`src/rtl/tssd_defs.svh`:
```
/*
  Named constants of the thermal sensor / presence-detect serial slave:
  address codes, field positions, reset values and timing figures.
  Assumes it is included once per compilation unit before use.
*/
`ifndef TSSD_DEFS_SVH
`define TSSD_DEFS_SVH

`define TSSD_CLK_KHZ 100000
`define TSSD_TOUT_MS 50
`define TSSD_CONV_MS 125
`define TSSD_PWRUP_MS 250

`define TSSD_DTI_TS 4'h3
`define TSSD_DTI_EE 4'hA
`define TSSD_DTI_WP 4'h6
`define TSSD_SEL_SWP 3'h1
`define TSSD_SEL_CWP 3'h3

`define TSSD_DTI_RANGE 7:4
`define TSSD_SEL_RANGE 3:1
`define TSSD_RW_BIT 0
`define TSSD_PTR_RANGE 2:0
`define TSSD_MSB 7
`define TSSD_EE_HALF_BIT 7

`define TSSD_BYTE_BITS 4'h8
`define TSSD_IDX_PTR 2'h0
`define TSSD_IDX_HI 2'h1
`define TSSD_IDX_LO 2'h2
`define TSSD_IDX_OVER 2'h3

`define TSSD_PTR_RST 3'h0
`define TSSD_PTR_CAP 3'h0
`define TSSD_PTR_CFG 3'h1
`define TSSD_PTR_UPPER 3'h2
`define TSSD_PTR_LOWER 3'h3
`define TSSD_PTR_CRIT 3'h4
`define TSSD_PTR_TEMP 3'h5
`define TSSD_PTR_MID 3'h6
`define TSSD_PTR_DID 3'h7

`define TSSD_CAP_VAL 16'h000F
`define TSSD_LIM_RST 16'h0000
`define TSSD_QUERY_BYTE 8'hFF

`endif

```
`src/rtl/tssd_pkg.sv`:
```
/*
  Types shared by the serial slave: states, address targets and the
  packed carriers for limits, memory writes and protection commands.
  Assumes nothing of its surroundings.
*/
package tssd_pkg;

  typedef enum logic [2:0] {
    st_idle, st_rx, st_ack, st_tx, st_mack
  } tssd_state_t;

  typedef enum logic [2:0] {
    tgt_none, tgt_ts, tgt_ee, tgt_wp_set, tgt_wp_clr, tgt_wp_perm
  } tssd_target_t;

  typedef struct packed {
    logic [15:0] cfg;
    logic [15:0] upper;
    logic [15:0] lower;
    logic [15:0] crit;
  } tssd_limits_t;

  typedef struct packed {
    logic valid;
    logic [7:0] addr;
    logic [7:0] data;
  } tssd_ee_wr_t;

  typedef struct packed {
    logic set_rev;
    logic clear;
    logic perm;
  } tssd_wp_cmd_t;

endpackage : tssd_pkg

```
`src/rtl/tssd_slave.sv`:
```
/*
  Two-wire serial slave front end of a temperature sensor with a
  presence-detect memory: start/stop/ack, address decode, pointer
  framing, sensor register set, bus timeout and power-up defaults.
  Assumes the bus clock and data arrive unsynchronised from pins, the
  memory array and protection state live outside, and alarm logic
  drives alert_req on this clock.
*/
// Summary of operation
// - Bytes shift MSB first, one bit per clock
// - Pointer resets to zero, capability register
// - Pointer holds last value; registers read-only or writable
// - Read with pointer set returns two bytes
// - Master ack or nack ends read; nack final
// - Measurement may take 125 ms after read
// - Sensor bus timeout no longer than 50 ms
// - Start is data falling while clock high
// - Receiver pulls data low in ack clock
// - Address: four type bits plus sampled pins
// - Type codes select sensor, memory or protection
// - Eighth address bit: one read, zero write
// - Select 001 sets or queries reversible protection
// - Select 011 clears or queries protection
// - Select matching pins sets or queries permanent
// - Floating select pin reads as zero
// - Power-up: monitor, alert released, limits zero
// - Power-up: capability 000Fh, comparator mode
// - First measurement valid 250 ms after power
// - Alert output open-drain and active low
// - Pointer uses only its three low bits
// - Protection covers only lower memory half
`timescale 1ns/100ps
`include "tssd_defs.svh"
module tssd_slave
  import tssd_pkg::*;
#(
  parameter int TOUT_CYC = `TSSD_TOUT_MS * `TSSD_CLK_KHZ,
  parameter int CONV_CYC = `TSSD_CONV_MS * `TSSD_CLK_KHZ,
  parameter int PWRUP_CYC = `TSSD_PWRUP_MS * `TSSD_CLK_KHZ,
  // Identification words: arbitrary values
  parameter logic [15:0] MFR_ID = 16'h1234,
  parameter logic [15:0] DEV_ID = 16'h5678
)(
  input wire logic clk,
  input wire logic srst,
  input wire logic scl_in,
  input wire logic sda_in,
  output logic sda_out,
  output logic sda_oe,
  input wire logic addr_select_bit0,
  input wire logic addr_select_bit1,
  input wire logic addr_select_bit2,
  input wire logic alert_req,
  output logic alert_out,
  output logic alert_oe,
  input wire logic [15:0] temp_value,
  output tssd_limits_t lim,
  output logic [2:0] reg_ptr,
  output logic meas_start,
  output logic meas_busy,
  output logic temp_valid,
  output logic [7:0] ee_addr,
  input wire logic [7:0] ee_rd_data,
  output tssd_ee_wr_t ee_wr,
  input wire logic wp_rev_state,
  input wire logic wp_perm_state,
  output tssd_wp_cmd_t wp_cmd
);

  tssd_state_t state;
  tssd_target_t target;
  tssd_target_t next_target;
  logic scl_s, sda_s, scl_d, sda_d;
  logic [2:0] pins_s, pins_lat;
  logic scl_rise, scl_fall, start_ev, stop_ev, ev_ok;
  logic [3:0] bit_cnt;
  logic [7:0] shreg;
  logic [7:0] hi_byte;
  logic [7:0] tx_byte;
  logic [15:0] tx_word;
  logic [1:0] byte_idx;
  logic first, is_read, ts_read;
  logic addr_ack, data_ack, rx_ack;
  logic rx_done, wr_byte, mack_rise, read_ack, read_nack;
  logic tout_run, tout_done, conv_done;

  tssd_sync #(.W(2), .INIT(2'h3)) u_bus_sync (
    .clk(clk),
    .srst(srst),
    .d({scl_in, sda_in}),
    .q({scl_s, sda_s})
  );

  tssd_sync #(.W(3), .INIT(3'h0)) u_pin_sync (
    .clk(clk),
    .srst(srst),
    .d({addr_select_bit2, addr_select_bit1, addr_select_bit0}),
    .q(pins_s)
  );

  // Bus timeout only runs while a sensor access holds the clock low
  assign tout_run = (state != st_idle) && (target == tgt_ts) && !scl_s;

  tssd_timer #(.CYCLES(TOUT_CYC)) u_tout (
    .clk(clk),
    .srst(srst),
    .run(tout_run),
    .restart(!tout_run),
    .done(tout_done)
  );

  tssd_timer #(.CYCLES(CONV_CYC)) u_conv (
    .clk(clk),
    .srst(srst),
    .run(1'h1),
    .restart(meas_start),
    .done(conv_done)
  );

  tssd_timer #(.CYCLES(PWRUP_CYC)) u_pwrup (
    .clk(clk),
    .srst(srst),
    .run(1'h1),
    .restart(1'h0),
    .done(temp_valid)
  );

  always_ff @(posedge clk)
  begin
    if (srst)
    begin
      scl_d <= 1'h1;
      sda_d <= 1'h1;
    end
    else
    begin
      scl_d <= scl_s;
      sda_d <= sda_s;
    end
  end

  assign scl_rise = scl_s && !scl_d;
  assign scl_fall = !scl_s && scl_d;
  assign start_ev = scl_s && scl_d && sda_d && !sda_s;
  assign stop_ev = scl_s && scl_d && !sda_d && sda_s;
  assign ev_ok = !start_ev && !stop_ev && !tout_done;

  // Pins are caught once per access so a mid-frame change cannot
  // re-address the device; an open pin is pulled low at the pad.
  always_ff @(posedge clk)
  begin
    if (srst)
      pins_lat <= 3'h0;
    else if (start_ev)
      pins_lat <= pins_s;
  end

  always_comb
  begin
    next_target = tgt_none;
    if (shreg[`TSSD_DTI_RANGE] == `TSSD_DTI_TS &&
        shreg[`TSSD_SEL_RANGE] == pins_lat)
      next_target = tgt_ts;
    else if (shreg[`TSSD_DTI_RANGE] == `TSSD_DTI_EE &&
             shreg[`TSSD_SEL_RANGE] == pins_lat)
      next_target = tgt_ee;
    else if (shreg[`TSSD_DTI_RANGE] == `TSSD_DTI_WP)
    begin
      if (shreg[`TSSD_SEL_RANGE] == `TSSD_SEL_SWP)
        next_target = tgt_wp_set;
      else if (shreg[`TSSD_SEL_RANGE] == `TSSD_SEL_CWP)
        next_target = tgt_wp_clr;
      else if (shreg[`TSSD_SEL_RANGE] == pins_lat)
        next_target = tgt_wp_perm;
    end
    addr_ack = (next_target != tgt_none);
    // A set or clear query is refused while reversible protection is on, a permanent query while permanent protection is on
    if (shreg[`TSSD_RW_BIT])
    begin
      if ((next_target == tgt_wp_set || next_target == tgt_wp_clr) &&
          wp_rev_state)
        addr_ack = 1'h0;
      if (next_target == tgt_wp_perm && wp_perm_state)
        addr_ack = 1'h0;
    end
  end

  // A fourth sensor data byte, after the pointer and two register bytes, is refused
  assign data_ack = !(target == tgt_ts && byte_idx == `TSSD_IDX_OVER);
  assign rx_ack = first ? addr_ack : data_ack;

  assign rx_done = ev_ok && (state == st_rx) && scl_fall &&
                   (bit_cnt == `TSSD_BYTE_BITS);
  assign wr_byte = rx_done && !first && !is_read;
  assign mack_rise = ev_ok && (state == st_mack) && scl_rise;
  assign read_ack = mack_rise && !sda_s;
  assign read_nack = mack_rise && sda_s;

  always_comb
  begin
    unique case (reg_ptr)
      `TSSD_PTR_CAP: tx_word = `TSSD_CAP_VAL;
      `TSSD_PTR_CFG: tx_word = lim.cfg;
      `TSSD_PTR_UPPER: tx_word = lim.upper;
      `TSSD_PTR_LOWER: tx_word = lim.lower;
      `TSSD_PTR_CRIT: tx_word = lim.crit;
      `TSSD_PTR_TEMP: tx_word = temp_value;
      `TSSD_PTR_MID: tx_word = MFR_ID;
      `TSSD_PTR_DID: tx_word = DEV_ID;
    endcase
    if (target == tgt_ee)
      tx_byte = ee_rd_data;
    else if (target == tgt_ts)
      tx_byte = byte_idx[0] ? tx_word[7:0] : tx_word[15:8];
    else
      tx_byte = `TSSD_QUERY_BYTE;
  end

  always_ff @(posedge clk)
  begin
    if (srst)
    begin
      state <= st_idle;
      bit_cnt <= 4'h0;
      shreg <= 8'h00;
      sda_oe <= 1'h0;
      first <= 1'h0;
      is_read <= 1'h0;
      target <= tgt_none;
      byte_idx <= `TSSD_IDX_PTR;
    end
    else if (start_ev)
    begin
      // Also a repeated start, or the start that ends bus recovery
      state <= st_rx;
      first <= 1'h1;
      bit_cnt <= 4'h0;
      sda_oe <= 1'h0;
    end
    else if (stop_ev || tout_done)
    begin
      state <= st_idle;
      sda_oe <= 1'h0;
    end
    else
    begin
      unique case (state)
        st_idle:
          bit_cnt <= 4'h0;
        st_rx:
        begin
          if (scl_rise)
          begin
            shreg <= {shreg[6:0], sda_s};
            bit_cnt <= bit_cnt + 4'h1;
          end
          else if (rx_done)
          begin
            if (first)
            begin
              first <= 1'h0;
              target <= next_target;
              is_read <= shreg[`TSSD_RW_BIT];
              byte_idx <= `TSSD_IDX_PTR;
            end
            else if (byte_idx != `TSSD_IDX_OVER)
              byte_idx <= byte_idx + 2'h1;
            sda_oe <= rx_ack;
            state <= rx_ack ? st_ack : st_idle;
          end
        end
        st_ack:
        begin
          if (scl_fall)
          begin
            if (is_read)
            begin
              state <= st_tx;
              shreg <= tx_byte;
              sda_oe <= !tx_byte[`TSSD_MSB];
              bit_cnt <= 4'h1;
            end
            else
            begin
              state <= st_rx;
              sda_oe <= 1'h0;
              bit_cnt <= 4'h0;
            end
          end
        end
        st_tx:
        begin
          if (scl_fall)
          begin
            if (bit_cnt == `TSSD_BYTE_BITS)
            begin
              sda_oe <= 1'h0;
              state <= st_mack;
            end
            else
            begin
              sda_oe <= !shreg[6];
              shreg <= {shreg[6:0], 1'h0};
              bit_cnt <= bit_cnt + 4'h1;
            end
          end
        end
        st_mack:
        begin
          if (read_nack)
            state <= st_idle;
          else if (read_ack)
          begin
            state <= st_ack;
            byte_idx <= byte_idx + 2'h1;
          end
        end
      endcase
    end
  end

  // Sensor register set; pointer persists across accesses
  always_ff @(posedge clk)
  begin
    if (srst)
    begin
      reg_ptr <= `TSSD_PTR_RST;
      hi_byte <= 8'h00;
      lim.cfg <= `TSSD_LIM_RST;
      lim.upper <= `TSSD_LIM_RST;
      lim.lower <= `TSSD_LIM_RST;
      lim.crit <= `TSSD_LIM_RST;
    end
    else if (wr_byte && target == tgt_ts)
    begin
      case (byte_idx)
        `TSSD_IDX_PTR:
          reg_ptr <= shreg[`TSSD_PTR_RANGE];
        `TSSD_IDX_HI:
          hi_byte <= shreg;
        `TSSD_IDX_LO:
        begin
          // Read-only locations silently keep their value
          case (reg_ptr)
            `TSSD_PTR_CFG: lim.cfg <= {hi_byte, shreg};
            `TSSD_PTR_UPPER: lim.upper <= {hi_byte, shreg};
            `TSSD_PTR_LOWER: lim.lower <= {hi_byte, shreg};
            `TSSD_PTR_CRIT: lim.crit <= {hi_byte, shreg};
            default: hi_byte <= hi_byte;
          endcase
        end
        default: hi_byte <= hi_byte;
      endcase
    end
  end

  always_ff @(posedge clk)
  begin
    if (srst)
    begin
      ee_addr <= 8'h00;
      ee_wr <= '0;
    end
    else
    begin
      ee_wr.valid <= 1'h0;
      if (wr_byte && target == tgt_ee)
      begin
        if (byte_idx == `TSSD_IDX_PTR)
          ee_addr <= shreg;
        else
        begin
          // Upper half stays writable whatever the protection state
          ee_wr.valid <= ee_addr[`TSSD_EE_HALF_BIT] ||
                         !(wp_rev_state || wp_perm_state);
          ee_wr.addr <= ee_addr;
          ee_wr.data <= shreg;
          ee_addr <= ee_addr + 8'h01;
        end
      end
      else if (mack_rise && target == tgt_ee)
        ee_addr <= ee_addr + 8'h01;
    end
  end

  always_ff @(posedge clk)
  begin
    if (srst)
      wp_cmd <= '0;
    else
    begin
      wp_cmd <= '0;
      if (wr_byte && byte_idx == `TSSD_IDX_PTR)
      begin
        wp_cmd.set_rev <= (target == tgt_wp_set);
        wp_cmd.clear <= (target == tgt_wp_clr);
        wp_cmd.perm <= (target == tgt_wp_perm);
      end
    end
  end

  // End of a sensor read, by nack, stop, start or timeout, starts
  // the next conversion.
  always_ff @(posedge clk)
  begin
    if (srst)
    begin
      ts_read <= 1'h0;
      meas_start <= 1'h0;
      meas_busy <= 1'h1;
    end
    else
    begin
      meas_busy <= !conv_done;
      meas_start <= 1'h0;
      if (rx_done && first && addr_ack && next_target == tgt_ts &&
          shreg[`TSSD_RW_BIT])
        ts_read <= 1'h1;
      else if (ts_read &&
               (read_nack || stop_ev || start_ev || tout_done))
      begin
        ts_read <= 1'h0;
        meas_start <= 1'h1;
      end
    end
  end

  always_ff @(posedge clk)
  begin
    if (srst)
    begin
      alert_oe <= 1'h0;
      alert_out <= 1'h0;
      sda_out <= 1'h0;
    end
    else
    begin
      alert_oe <= alert_req;
      alert_out <= 1'h0;
      sda_out <= 1'h0;
    end
  end

endmodule : tssd_slave

```
`src/rtl/tssd_sync.sv`:
```
/*
  Two-flop synchroniser for a group of asynchronous pins.
  Assumes each bit is a slow level; bits are not coherent with each other.
*/
`timescale 1ns/100ps
module tssd_sync #(
  parameter int W = 1,
  parameter logic [W-1:0] INIT = '0
)(
  input wire logic clk,
  input wire logic srst,
  input wire logic [W-1:0] d,
  output logic [W-1:0] q
);

  logic [W-1:0] meta;

  always_ff @(posedge clk)
  begin
    if (srst)
    begin
      meta <= INIT;
      q <= INIT;
    end
    else
    begin
      meta <= d;
      q <= meta;
    end
  end

endmodule : tssd_sync

```
`src/rtl/tssd_timer.sv`:
```
/*
  Interval timer: counts clock cycles while run is high and raises a
  sticky done after CYCLES of them; restart or reset clears it.
  Assumes CYCLES is at least one.
*/
`timescale 1ns/100ps
module tssd_timer #(
  parameter int CYCLES = 16
)(
  input wire logic clk,
  input wire logic srst,
  input wire logic run,
  input wire logic restart,
  output logic done
);

  localparam int W = $clog2(CYCLES + 1);
  localparam logic [W-1:0] LAST = W'(CYCLES - 1);

  logic [W-1:0] count;

  always_ff @(posedge clk)
  begin
    if (srst || restart)
    begin
      count <= '0;
      done <= 1'h0;
    end
    else if (run && !done)
    begin
      if (count == LAST)
        done <= 1'h1;
      else
        count <= count + 1'h1;
    end
  end

endmodule : tssd_timer

```
`config.mk`:
```
export PLATFORM = sky130hd
export DESIGN_NAME = tssd_slave
export DESIGN_NICKNAME = d
export VERILOG_FILES = /design/src/rtl/tssd_pkg.sv /design/src/rtl/tssd_slave.sv /design/src/rtl/tssd_sync.sv /design/src/rtl/tssd_timer.sv
export VERILOG_INCLUDE_DIRS = /design/src /design/src/rtl
export SDC_FILE = /design/constraint.sdc
export NUM_CORES = 1
export LEC_CHECK = 0
export BUFFER_PORTS_ARGS = -buffer_cell sky130_fd_sc_hd__buf_4
export CELL_PAD_IN_SITES_DETAIL_PLACEMENT = 1
export CELL_PAD_IN_SITES_GLOBAL_PLACEMENT = 1
export CORE_UTILIZATION = 47
export DETAILED_ROUTE_END_ITERATION = 8
export PLACE_DENSITY_LB_ADDON = 0.1
export SYNTH_ARGS = -nofsm -noshare
export SYNTH_HDL_FRONTEND = slang
export SYNTH_HIERARCHICAL = 1
export SYNTH_SLANG_ARGS = --single-unit
```
`constraint.sdc`:
```
create_clock -name clk -period 7.08 [get_ports clk]
set_input_delay 1.062 -clock clk [delete_from_list [all_inputs] [get_ports clk]]
set_output_delay 1.062 -clock clk [all_outputs]
set_load 0.02 [all_outputs]
```
After elaboration in Yosys (flattened, before gate mapping). Index checks and enable logic that the tools add are counted.

Eq/ne operators: 54. Reductions and logical operators: 97. Add/sub/neg operators: 6. Multiplexer cells: 67. Bitwise operators: 11.

Operators by type and width (number): $pmux 16 s8 (1); $mux 8 (11); $mux 3 (13); $logic_and 1x1->1 (35); $eq 3x3->1 const B (9); $add 25x1->25 const B (1); $eq 25x25->1 const B (1); $mux 1 (25); $add 24x1->24 const B (1); $eq 24x24->1 const B (1); $eq 3x2->1 const B (8); $ne 2x2->1 const B (12); $pmux 8 s3 (1); $add 23x1->23 const B (1); $eq 23x23->1 const B (1); $mux 2 (8); $mux 4 (4); $pmux 4 s4 (1); $reduce_and 8->1 (2); $eq 3x1->1 const B (5); $logic_not 1->1 (15); $reduce_and 2->1 (7); $reduce_and 7->1 (2); $ne 4x4->1 const B (3); other kinds (31) (67).

Bits in registers: 220. Input bits: 34. Logic and storage cells: 274. Output and inout port bits: 102.

Logic depth before layout (Yosys ltp). Gate-level depths: netlist of the first run.

Depth in word-level cells: 20. Depth in mapped cells: 11.

Modules after synthesis. Netlist of the first run, hierarchy kept.

By module, submodules not included: tssd_slave (seq. area each 2702.6 µm², area each 6895.4 µm², times used 1, cells each 876); tssd_timer at u_pwrup (seq. area each 520.5 µm², area each 1336.3 µm², times used 1, cells each 150); tssd_timer at u_conv (seq. area each 500.5 µm², area each 1249.9 µm², times used 1, cells each 146); tssd_timer at u_tout (seq. area each 480.5 µm², area each 1171.1 µm², times used 1, cells each 134); tssd_sync at u_pin_sync (seq. area each 120.1 µm², area each 157.7 µm², times used 1, cells each 12); tssd_sync at u_bus_sync (seq. area each 80.1 µm², area each 105.1 µm², times used 1, cells each 8).

Worst setup path after synthesis of the first run. No wires, ideal clock.

Path type: register to register. Start: register target[0]. End: register u_tout.count[22]. Arrival: 2.362 ns. Stages on the path, launching flop included: 10. Setup slack: 4.659 ns. Cells stage by stage: dfxtp_1 > or3b_1 > or3_1 > inv_1 > nor2b_1 > buf_2 > and2_1 > nand3_1 > or4_1 > nand2_1.

Longest elaborated chain between the ends: 5. Elaborated cells between the ends (all ways): 7. Classes of those cells: eq/ne: 1; reduce/logical: 6.

RTL lines: from (decl) (RTL line tssd_slave.sv:71) `tssd_target_t target;`; from (signal assigned) (RTL line tssd_slave.sv:229) `target <= tgt_none;`; from (signal assigned) (RTL line tssd_slave.sv:262) `target <= next_target;`; $eq 3x1->1 * (RTL line tssd_slave.sv:102) `assign tout_run = (state != st_idle) && (target == tgt_ts) && !scl_s;`; $logic_and 1x1->1 * (2 in series) (RTL line tssd_slave.sv:102); named net tout_run (RTL line tssd_slave.sv:85) `logic tout_run, tout_done, conv_done;`; $logic_and 1x1->1 or $logic_not 1->1 (tied branches) (RTL line tssd_timer.sv:29, tssd_slave.sv:108); $reduce_and 2->1 (no line) or $logic_or 1x1->1 (tied branches); to (signal assigned) (RTL line tssd_timer.sv:34) `count <= count + 1'h1;`; to (decl) (RTL line tssd_timer.sv:20) `logic [W-1:0] count;`.

Mark *: on every way through the listed nets, which the timed path passes. The rest lies on a longest branch. A chain may end at the register's enable or synchronous reset.

Worst setup path after layout of the first run.
Start: register target[0]. End: register u_tout.count[13].

The elaborated chain is that of the path after synthesis.

==> results of run 1 <==
[per-stage QoR]
stage                     area (sq um)   util  hold WS [ns]  setup slack [ns]  std cells
after floorplan                  10900      -         0.374              4.66       1333
after global placement           11900  0.526         0.386              4.03       1673
after detailed placement         11900  0.526         0.404              3.93       1673
after CTS                        12800  0.562         0.423              3.94       1718
after global routing             12800  0.562         0.446              3.74       1718
final                            12800  0.562         0.419              3.92       1718
[registers in the layout, indices dropped and copies added, names as in the netlist, 2 cells and up]
register	cells
pins_lat	3
u_pin_sync/meta	3
u_pin_sync/q	3
u_pwrup/count	25
u_bus_sync/meta	2
bit_cnt	4
u_conv/count	24
reg_ptr	3
hi_byte	8
wp_cmd	3
u_bus_sync/q	2
u_tout/count	23
shreg	8
ee_addr	8
ee_wr	17
target	3
lim	64
state	3
byte_idx	2
[power groups by stage]
stage                     combinational, uW  clock [uW]  sequential [uW]
after global routing                    107        1370             1280
final                                  98.0        1300             1280
after CTS                              97.7        1310             1280
after floorplan                        74.1           0             1280
after detailed placement               96.9           0             1300
after global placement                 94.6           0             1300
[synth_stat cells (5+ instances only)]
library cell	count
nand2_1	243
dfxtp_1	220
a21oi_1	131
nor2_1	104
clkbuf_1	50
o21ai_0	38
nand3_1	37
xor2_1	28
mux2i_1	27
nand4_1	23
nor2b_1	23
buf_2	22
xnor2_1	22
and3_1	20
o211ai_1	20
nor3_1	19
or3_1	18
inv_1	17
or4_1	16
ha_1	10
o31ai_1	9
a311oi_1	8
mux2_2	8
nand3b_1	8
nor3b_1	8
a21o_1	7
and4_1	7
nor4_1	7
a211o_1	6
a221oi_1	6
and2_1	6
buf_6	6
nand2b_1	6
nor4_2	6
nor4b_1	6
nor4bb_1	6
a211oi_1	5
o21a_1	5
o21bai_1	5
or2_1	5
or3b_2	5
[area by class of cell]
type                            instances  area share
Clock inverter                         10     0.00814
Multi-Input combinational cell       1009       0.475
Timing Repair Buffer                  138      0.0812
Clock buffer                           35      0.0559
Inverter                               21     0.00618
Sequential cell                       220       0.345
Tap cell                              285      0.0279
[cells by family (layout without fill, tap and decap cells)]
logic type      after synthesis  count (layout)  synth area share
mux                          35              35            0.0330
simple gates                613             613             0.297
fa+ha+maj                    10              10            0.0115
flops                       220             220             0.403
xor+xnor                     50              50            0.0401
buf+inv                     104             204            0.0432
compound gates              292             292             0.171
other cells                   2               9          0.000688
[routing by layer]
layer | GRT usage | part of all wire | vias to the layer above
li1 | - | - | 4877
met1 | 0.392 | 0.44 | 5080
met2 | 0.476 | 0.46 | 340
met3 | 0.0493 | 0.068 | 55
met4 | 0.0934 | 0.023 | 0
met5 | 0 | 0 | -
[worst max-delay path by stage]
stage                            end  slack (ns)      start  cells past startpoint
floorplan           u_tout/count[22]        4.66  target[0]                      9
global placement    u_tout/count[13]        4.03  target[0]                      7
detailed placement  u_tout/count[13]        3.93  target[0]                      7
CTS                 u_tout/count[13]        3.94  target[0]                      7
global route        u_tout/count[15]        3.74  target[0]                      7
finish              u_tout/count[13]        3.92  target[0]                      7
==> impl_metrics.tcl, run 1 <==
set metrics [dict create \
    status "finished, final reports clean" \
    hold_violations 0 \
    timing.rr.end "u_tout/count[13]" \
    synth.yosys.seq_area_share 0.403 \
    wl_per_cell_um 20.4 \
    rows 55 \
    period_share 0.447 \
    route.vias.total 10352 \
    cpPeakStageDelay_ns 0.59 \
    hold_buffers 0 \
    end_kind "flop" \
    cts_buffers 25 \
    place.gp.congestion 0.880 \
    cts_tree "done" \
    finalPower_uw 2670 \
    cts_root_buffer "clkbuf_16" \
    dieHeight_um 154 \
    io_buffers 133 \
    critical-path-top-delay-family "simple AND/OR/NAND/NOR gates" \
    min_period_ns 3.16 \
    synth_cell_types 89 \
    vias_per_cell 6.03 \
    cts_setup_buffers 0 \
    synth_edf_count 0 \
    path_class "flop to flop" \
    multi_input_area_sq_um 6070 \
    syn-cell-area_sq_um 10900 \
    ff2ff_setup_slack_ns 3.92 \
    p_sw_uw 613 \
    worstPathCellList "or3b_1 > or3_1 > inv_1 > nor2b_1 > o21ai_2 > or4_1 > a21oi_1" \
    drt_first_pass_iters 5 \
    drv_slew 0 \
    path_buf_inv 1 \
    layout.cells.most_common "nand2_1" \
    clk_path_buf_depth 3 \
    cp-start-kind "flop" \
    ir_worst_vdd_uv 133 \
    hold_end "meas_busy" \
    p_int_uw 2060 \
    slew_headroom 0.205 \
    finalSetupViolCount 0 \
    htreeDepth 1 \
    pwr-share-clk 0.485 \
    seqCellArea_sq_um 4410 \
    final_nets 1459 \
    arrival_ns 3.61 \
    cts_resized 0 \
    worst_pin_slew_ns 1.18 \
    comb_power_share 0.037 \
    holdCritPathClass "flop to flop" \
    swShare 0.229 \
    synth_top_area_frac 0.403 \
    wirelength_mm 35.0 \
    antenna_cells 0 \
    drc_errors 0 \
    ant_nets 0 \
    die_area_sq_um 23800 \
    timing.fmax_ghz 0.316 \
    grt_pass1_vias 10136 \
    clk_latency_ns 0.53 \
    netlist_instances 1326 \
    setup_tns_ns 0 \
    min_from "u_conv/done" \
    clock_skew_ns 0.00738 \
    ys_warn_count 6 \
    initial_core_util 0.481 \
    maxCapViolCount 0 \
    place_hpwl_mm 24.1 \
    synthArstFlopShare 0 \
    cts_sinks 220 \
    crit_required_ns 7.53 \
    r2r_start "target[0]" \
    core_area_sq_um 22700 \
    synth_area_leaders "dfxtp_1 40%, nand2_1 8.4%, a21oi_1 6.0%" \
    die_w_um 154 \
    antenna_found_initial 0 \
    cp_slowest_cell "nor2b_1" \
    track_usage 0.291 \
    power_density_nw_per_um2 209 \
    crit_fanout 11 \
    yosys.area.top_type "dfxtp_1" \
    power_frac_seq 0.478 \
    drive_gt1_frac 0.165 \
    drtIter0Drc 580 \
    grt_first_pass_wirelength_mm 55.9 \
    ys_ff_latch 220 \
    rsz0062_at_grt "false" \
    avgSynthCellArea_sq_um 8.23 \
    ios 136 \
    hold_depth 1 \
    nFillCells 2707 \
    ys.flop_type "dfxtp_1" \
    final_cell_mix "243 x nand2_1, 219 x dfxtp_1, 138 x buf_4" \
    r2r_cells 7 \
    grt_overflow 0 \
    leakage_uw 0.00451 \
    grt_max_degree 76 \
    clk_pin_slew_ns 0.06 \
    area_growth_pct 16.9 \
]
(Power assumes the default switching activity.)
==> run 2: changes to the inputs <==
- CORE_UTILIZATION: 47 -> 39
- clock period: 7.08 -> 2.9 ns (I/O delays scaled with it)
==> run 2 against run 1 <==
Worst setup slack got worse by 3.7 ns; non-clock buffer count increased by 41; clock skew increased by 0.0018 ns; clock power increased to 2.8 times the previous value; largest power group unchanged.
==> impl_metrics.tcl, run 2 (synthesis gave the netlist of run 1 again) <==
set metrics [dict create \
    status "finished, final reports clean" \
    leakage_uw 0.00478 \
    power_density_nw_per_um2 523 \
    drive_gt1_frac 0.193 \
    cts_tree "done" \
    initial_core_util 0.402 \
    min_period_ns 2.66 \
    clk_latency_ns 0.54 \
    utilization 0.490 \
    worst_pin_slew_ns 0.991 \
    finalSetupViolCount 0 \
    io_buffers 133 \
    layout.cells.most_common "nand2_1" \
    timing.fmax_ghz 0.376 \
    rsz0062_at_grt "false" \
    wirelength_mm 36.4 \
    reg.largest.list "lim: 64 flops, u_pwrup/count: 25 flops, u_conv/count: 24 flops" \
    cts_buffers 26 \
    holdCritPathClass "primary input to flop" \
    cts_root_buffer "clkbuf_16" \
    drc_errors 0 \
    slew_headroom 0.338 \
    die_w_um 169 \
    ios 136 \
    drt_first_pass_iters 4 \
    drtIter0Drc 559 \
    place.gp.congestion 0.858 \
    end_kind "flop" \
    wl_per_cell_um 19.7 \
    path_class "flop to flop" \
    regMostFlops "lim" \
    route.vias.total 10421 \
    finalPower_uw 6960 \
    grt_pass1_vias 10427 \
    vias_per_cell 5.64 \
    grt_max_degree 54 \
    antenna_cells 0 \
    maxCapViolCount 0 \
    core_area_sq_um 27200 \
    dieHeight_um 169 \
    die_area_sq_um 28700 \
    area_growth_pct 22.0 \
    rows 60 \
    htreeDepth 1 \
    ant_nets 0 \
    final_cell_mix "243 x nand2_1, 219 x dfxtp_1, 179 x buf_4" \
    cp-start-kind "flop" \
    antenna_found_initial 0 \
    crit_fanout 11 \
    track_usage 0.253 \
    clock_skew_ns 0.00920 \
    place_hpwl_mm 26.0 \
    crit_required_ns 3.36 \
    setup_tns_ns 0 \
    period_share 0.918 \
    ir_worst_vdd_uv 348 \
    clk_path_buf_depth 3 \
    arrival_ns 3.13 \
    grt_overflow 0 \
    drv_slew 0 \
    cts_setup_buffers 0 \
    cts_sinks 220 \
    grt_first_pass_wirelength_mm 58.0 \
    hold_violations 0 \
    final_nets 1501 \
    largest_reg_flops 64 \
    clk_pin_slew_ns 0.06 \
]
-- run 2: final cells by class --
type / count / area (sq um)
multi-input cells: 1009 / 6070
inverters: 21 / 78.8
clock inverters: 12 / 174
clock buffers: 36 / 779
flip-flops and latches: 220 / 4410
well taps: 372 / 465
fillers: 3322 / 13900
repair buffers: 179 / 1340
-- run 2: worst paths after layout --
check | from | to | slack, ns | depth (start not counted)
max | target[0] | u_tout/count[15] | 0.24 | 7
min | scl_in | u_bus_sync/meta[1] | 0.08 | 2
min reg2reg | u_conv/done | meas_busy | 0.40 | 1
max reg2reg | target[0] | u_tout/count[15] | 0.24 | 7
-- run 2: report_power, final --
group	leakage [uW]	internal, uW	total (uW)	switching [uW]
Sequential	0.00178	3050	3070	24.7
Combinational	0.00253	111	311	200
Clock	0.000470	2230	3580	1350
-- run 2: per-stage QoR --
step | area [sq um] | setup slack [ns] | hold WS, ns | std cells
floorplan | 10900 | 0.479 | 0.374 | 1333
detailed placement | 12400 | 0.0995 | 0.396 | 1801
CTS | 13300 | 0.0743 | 0.0599 | 1849
global route | 13300 | 0.0435 | 0.0585 | 1849
global placement | 12400 | 0.170 | 0.389 | 1801
finish | 13300 | 0.237 | 0.0775 | 1849
-- run 2: worst max-delay path: stages (launching register included) --
cell and delay, ns:
dfxtp_1 0.44, or3b_1 0.44, or3_1 0.44, inv_1 0.09, nor2b_2 0.27, o21ai_2 0.19, or4_1 0.55, a21oi_1 0.16
-- run 2: what timing repair did --
item                                    4_1_cts  5_1_grt
hold buffers                                  0        0
gates resized for setup                       0        1
endpoints found under the setup margin        0        3
-- run 2: routing by layer --
metal  vias up  global-route usage  part of all wire
met3        70              0.0361             0.054
met4         0              0.0748             0.028
li1       4970                   -                 -
met5         -                   0                 0
met1      5083               0.348              0.47
met2       298               0.411              0.45
==> run 3: changes to the inputs <==
- ABC_AREA: default -> 1
- CORE_UTILIZATION: 39 -> 38
==> run 3 against run 2 <==
Worst setup slack improved by 0.25 ns; synthesized area grew 2.2%; clock skew rose by 0.017 ns; sequential cell count unchanged; critical path type unchanged.
==> impl_metrics.tcl, run 3 <==
set metrics [dict create \
    status "finished, final reports clean" \
    drc_errors 0 \
    swShare 0.284 \
    synth_top_area_frac 0.395 \
    antenna_cells 0 \
    r2r_cells 13 \
    area_growth_pct 20.9 \
    place_hpwl_mm 26.0 \
    vias_per_cell 5.21 \
    hold_buffers 0 \
    avgSynthCellArea_sq_um 6.99 \
    worst_pin_slew_ns 0.866 \
    p_sw_uw 2300 \
    synth_cell_types 56 \
    comb_power_share 0.151 \
    drtIter0Drc 701 \
    slew_headroom 0.422 \
    place.gp.congestion 0.860 \
    min_period_ns 2.42 \
    grt_overflow 0 \
    finalPower_uw 8090 \
    crit_required_ns 3.38 \
    setup_ws_ns 0.483 \
    drt_first_pass_iters 5 \
    grt_max_degree 107 \
    r2r_start "bit_cnt[0]" \
    regMostFlops "lim" \
    utilization 0.468 \
    reg.largest.list "lim: 64 flops, u_pwrup/count: 25 flops, u_conv/count: 24 flops" \
    drv_slew 0 \
    grt_pass1_vias 11240 \
    synth.yosys.seq_area_share 0.395 \
    route.vias.total 11092 \
    setup_tns_ns 0 \
    seqCellArea_sq_um 4400 \
    track_usage 0.239 \
    min_from "scl_in" \
    synthTopCellsByCount "327 x nand2_1, 220 x dfxtp_1, 198 x nor2_1" \
    htreeDepth 1 \
    final_nets 1769 \
    ios 136 \
    ant_nets 0 \
    ir_worst_vdd_uv 405 \
    path_class "flop to flop" \
    die_area_sq_um 30000 \
    timing.fmax_ghz 0.414 \
    drive_gt1_frac 0.164 \
    netlist_instances 1595 \
    holdCritPathClass "primary input to flop" \
    hold_depth 3 \
    initial_core_util 0.388 \
    core_area_sq_um 28800 \
    clock_skew_ns 0.0260 \
    largest_reg_flops 64 \
    pwr-share-clk 0.447 \
    nFillCells 3704 \
    cts_root_buffer "clkbuf_16" \
    clk_pin_slew_ns 0.06 \
    cts_setup_buffers 0 \
    cts_sinks 220 \
    die_w_um 173 \
    wl_per_cell_um 17.0 \
    dieHeight_um 173 \
    hold_end "u_bus_sync/meta[1]" \
    power_frac_seq 0.401 \
    hold_violations 0 \
    finalSetupViolCount 0 \
    cts_tree "done" \
    multi_input_area_sq_um 5760 \
    cp-start-kind "flop" \
    antenna_found_initial 0 \
    ys_warn_count 6 \
    cts_resized 0 \
    io_buffers 133 \
    ys_ff_latch 220 \
    rsz0062_at_grt "false" \
    crit_fanout 26 \
    rows 62 \
    p_int_uw 5790 \
    ff2ff_setup_slack_ns 0.48 \
    synth_edf_count 0 \
    syn-cell-area_sq_um 11200 \
    yosys.area.top_type "dfxtp_1" \
    end_kind "flop" \
    clk_latency_ns 0.55 \
    period_share 0.834 \
    synth.most_common_cell "nand2_1" \
    pre_cts_ws_ns 0.518 \
    cts_buffers 27 \
    synthArstFlopShare 0 \
    clk_path_buf_depth 3 \
    layout.cells.most_common "nand2_1" \
    grt_first_pass_wirelength_mm 59.2 \
    final_cell_mix "327 x nand2_1, 220 x dfxtp_1, 198 x nor2_1" \
    arrival_ns 2.89 \
    maxCapViolCount 0 \
    power_density_nw_per_um2 600 \
    ys.flop_type "dfxtp_1" \
    wirelength_mm 36.1 \
    timing.rr.end "lim[6]" \
    leakage_uw 0.00554 \
    synth_area_leaders "dfxtp_1 39%, nand2_1 11%, a21oi_1 7.4%" \
]
==> run 3: layout make-up <==
type / instances / share of cell area
Multi-Input combinational cell: 1137 / 0.427
Sequential cell: 220 / 0.327
Timing Repair Buffer: 158 / 0.0889
Clock buffer: 38 / 0.0569
Inverter: 181 / 0.0508
Tap cell: 384 / 0.0356
Clock inverter: 11 / 0.0140
==> run 3: worst max path at each step <==
stage	from	to	slack, ns	cells past startpoint
6_report	bit_cnt[0]	lim[6]	0.48	13
5_1_grt	bit_cnt[0]	lim[12]	0.22	13
4_1_cts	bit_cnt[0]	lim[11]	0.50	13
3_5_place_dp	bit_cnt[0]	lim[6]	0.52	13
3_3_place_gp	bit_cnt[0]	ee_addr[3]	0.66	14
2_1_floorplan	target[0]	u_tout/count[20]	0.94	11
==> run 3: power by group through the flow <==
stage	logic (uW)	registers, uW	clock network, uW
after CTS	1220	3250	3720
after global routing	1370	3260	3830
after floorplan	800	3270	0
final	1230	3250	3620
after global placement	1190	3310	0
after detailed placement	1210	3310	0
==> run 3: worst max-delay path, cell delays in order (launching register included) <==
cell	delay, ns
dfxtp_1	0.34
inv_1	0.09
ha_1	0.14
nand2_1	0.06
nor2_1	0.15
nand3_1	0.15
nor2_2	0.19
nand3_2	0.15
nor2_4	0.15
nand2_4	0.09
nor2_2	0.24
buf_4	0.31
o21ai_0	0.13
a21oi_1	0.15
==> run 3: per-stage QoR <==
stage               cells  hold WS, ns  cell area [sq um]
floorplan            1598        0.386              11200
global placement     2080        0.392              12500
detailed placement   2080        0.394              12500
CTS                  2129       0.0589              13500
global route         2129       0.0696              13500
finish               2129       0.0874              13500
==> run 3: kinds of logic (layout without fill, tap and decap cells) <==
kind of cell	Yosys count	count (layout)	share of synthesized area
simple gates	727	727	0.298
fa+ha+maj	10	10	0.0112
flops	220	220	0.395
other cells	2	5	0.000673
compound gates	365	365	0.181
xor+xnor	30	30	0.0236
buf+inv	241	388	0.0905
==> run 3: metal layers <==
metal,GRT usage,part of all wire,up-vias
li1,-,-,5496
met1,0.318,0.47,5316
met2,0.402,0.47,227
met3,0.0316,0.041,53
met4,0.0704,0.025,0
met5,0,0,-
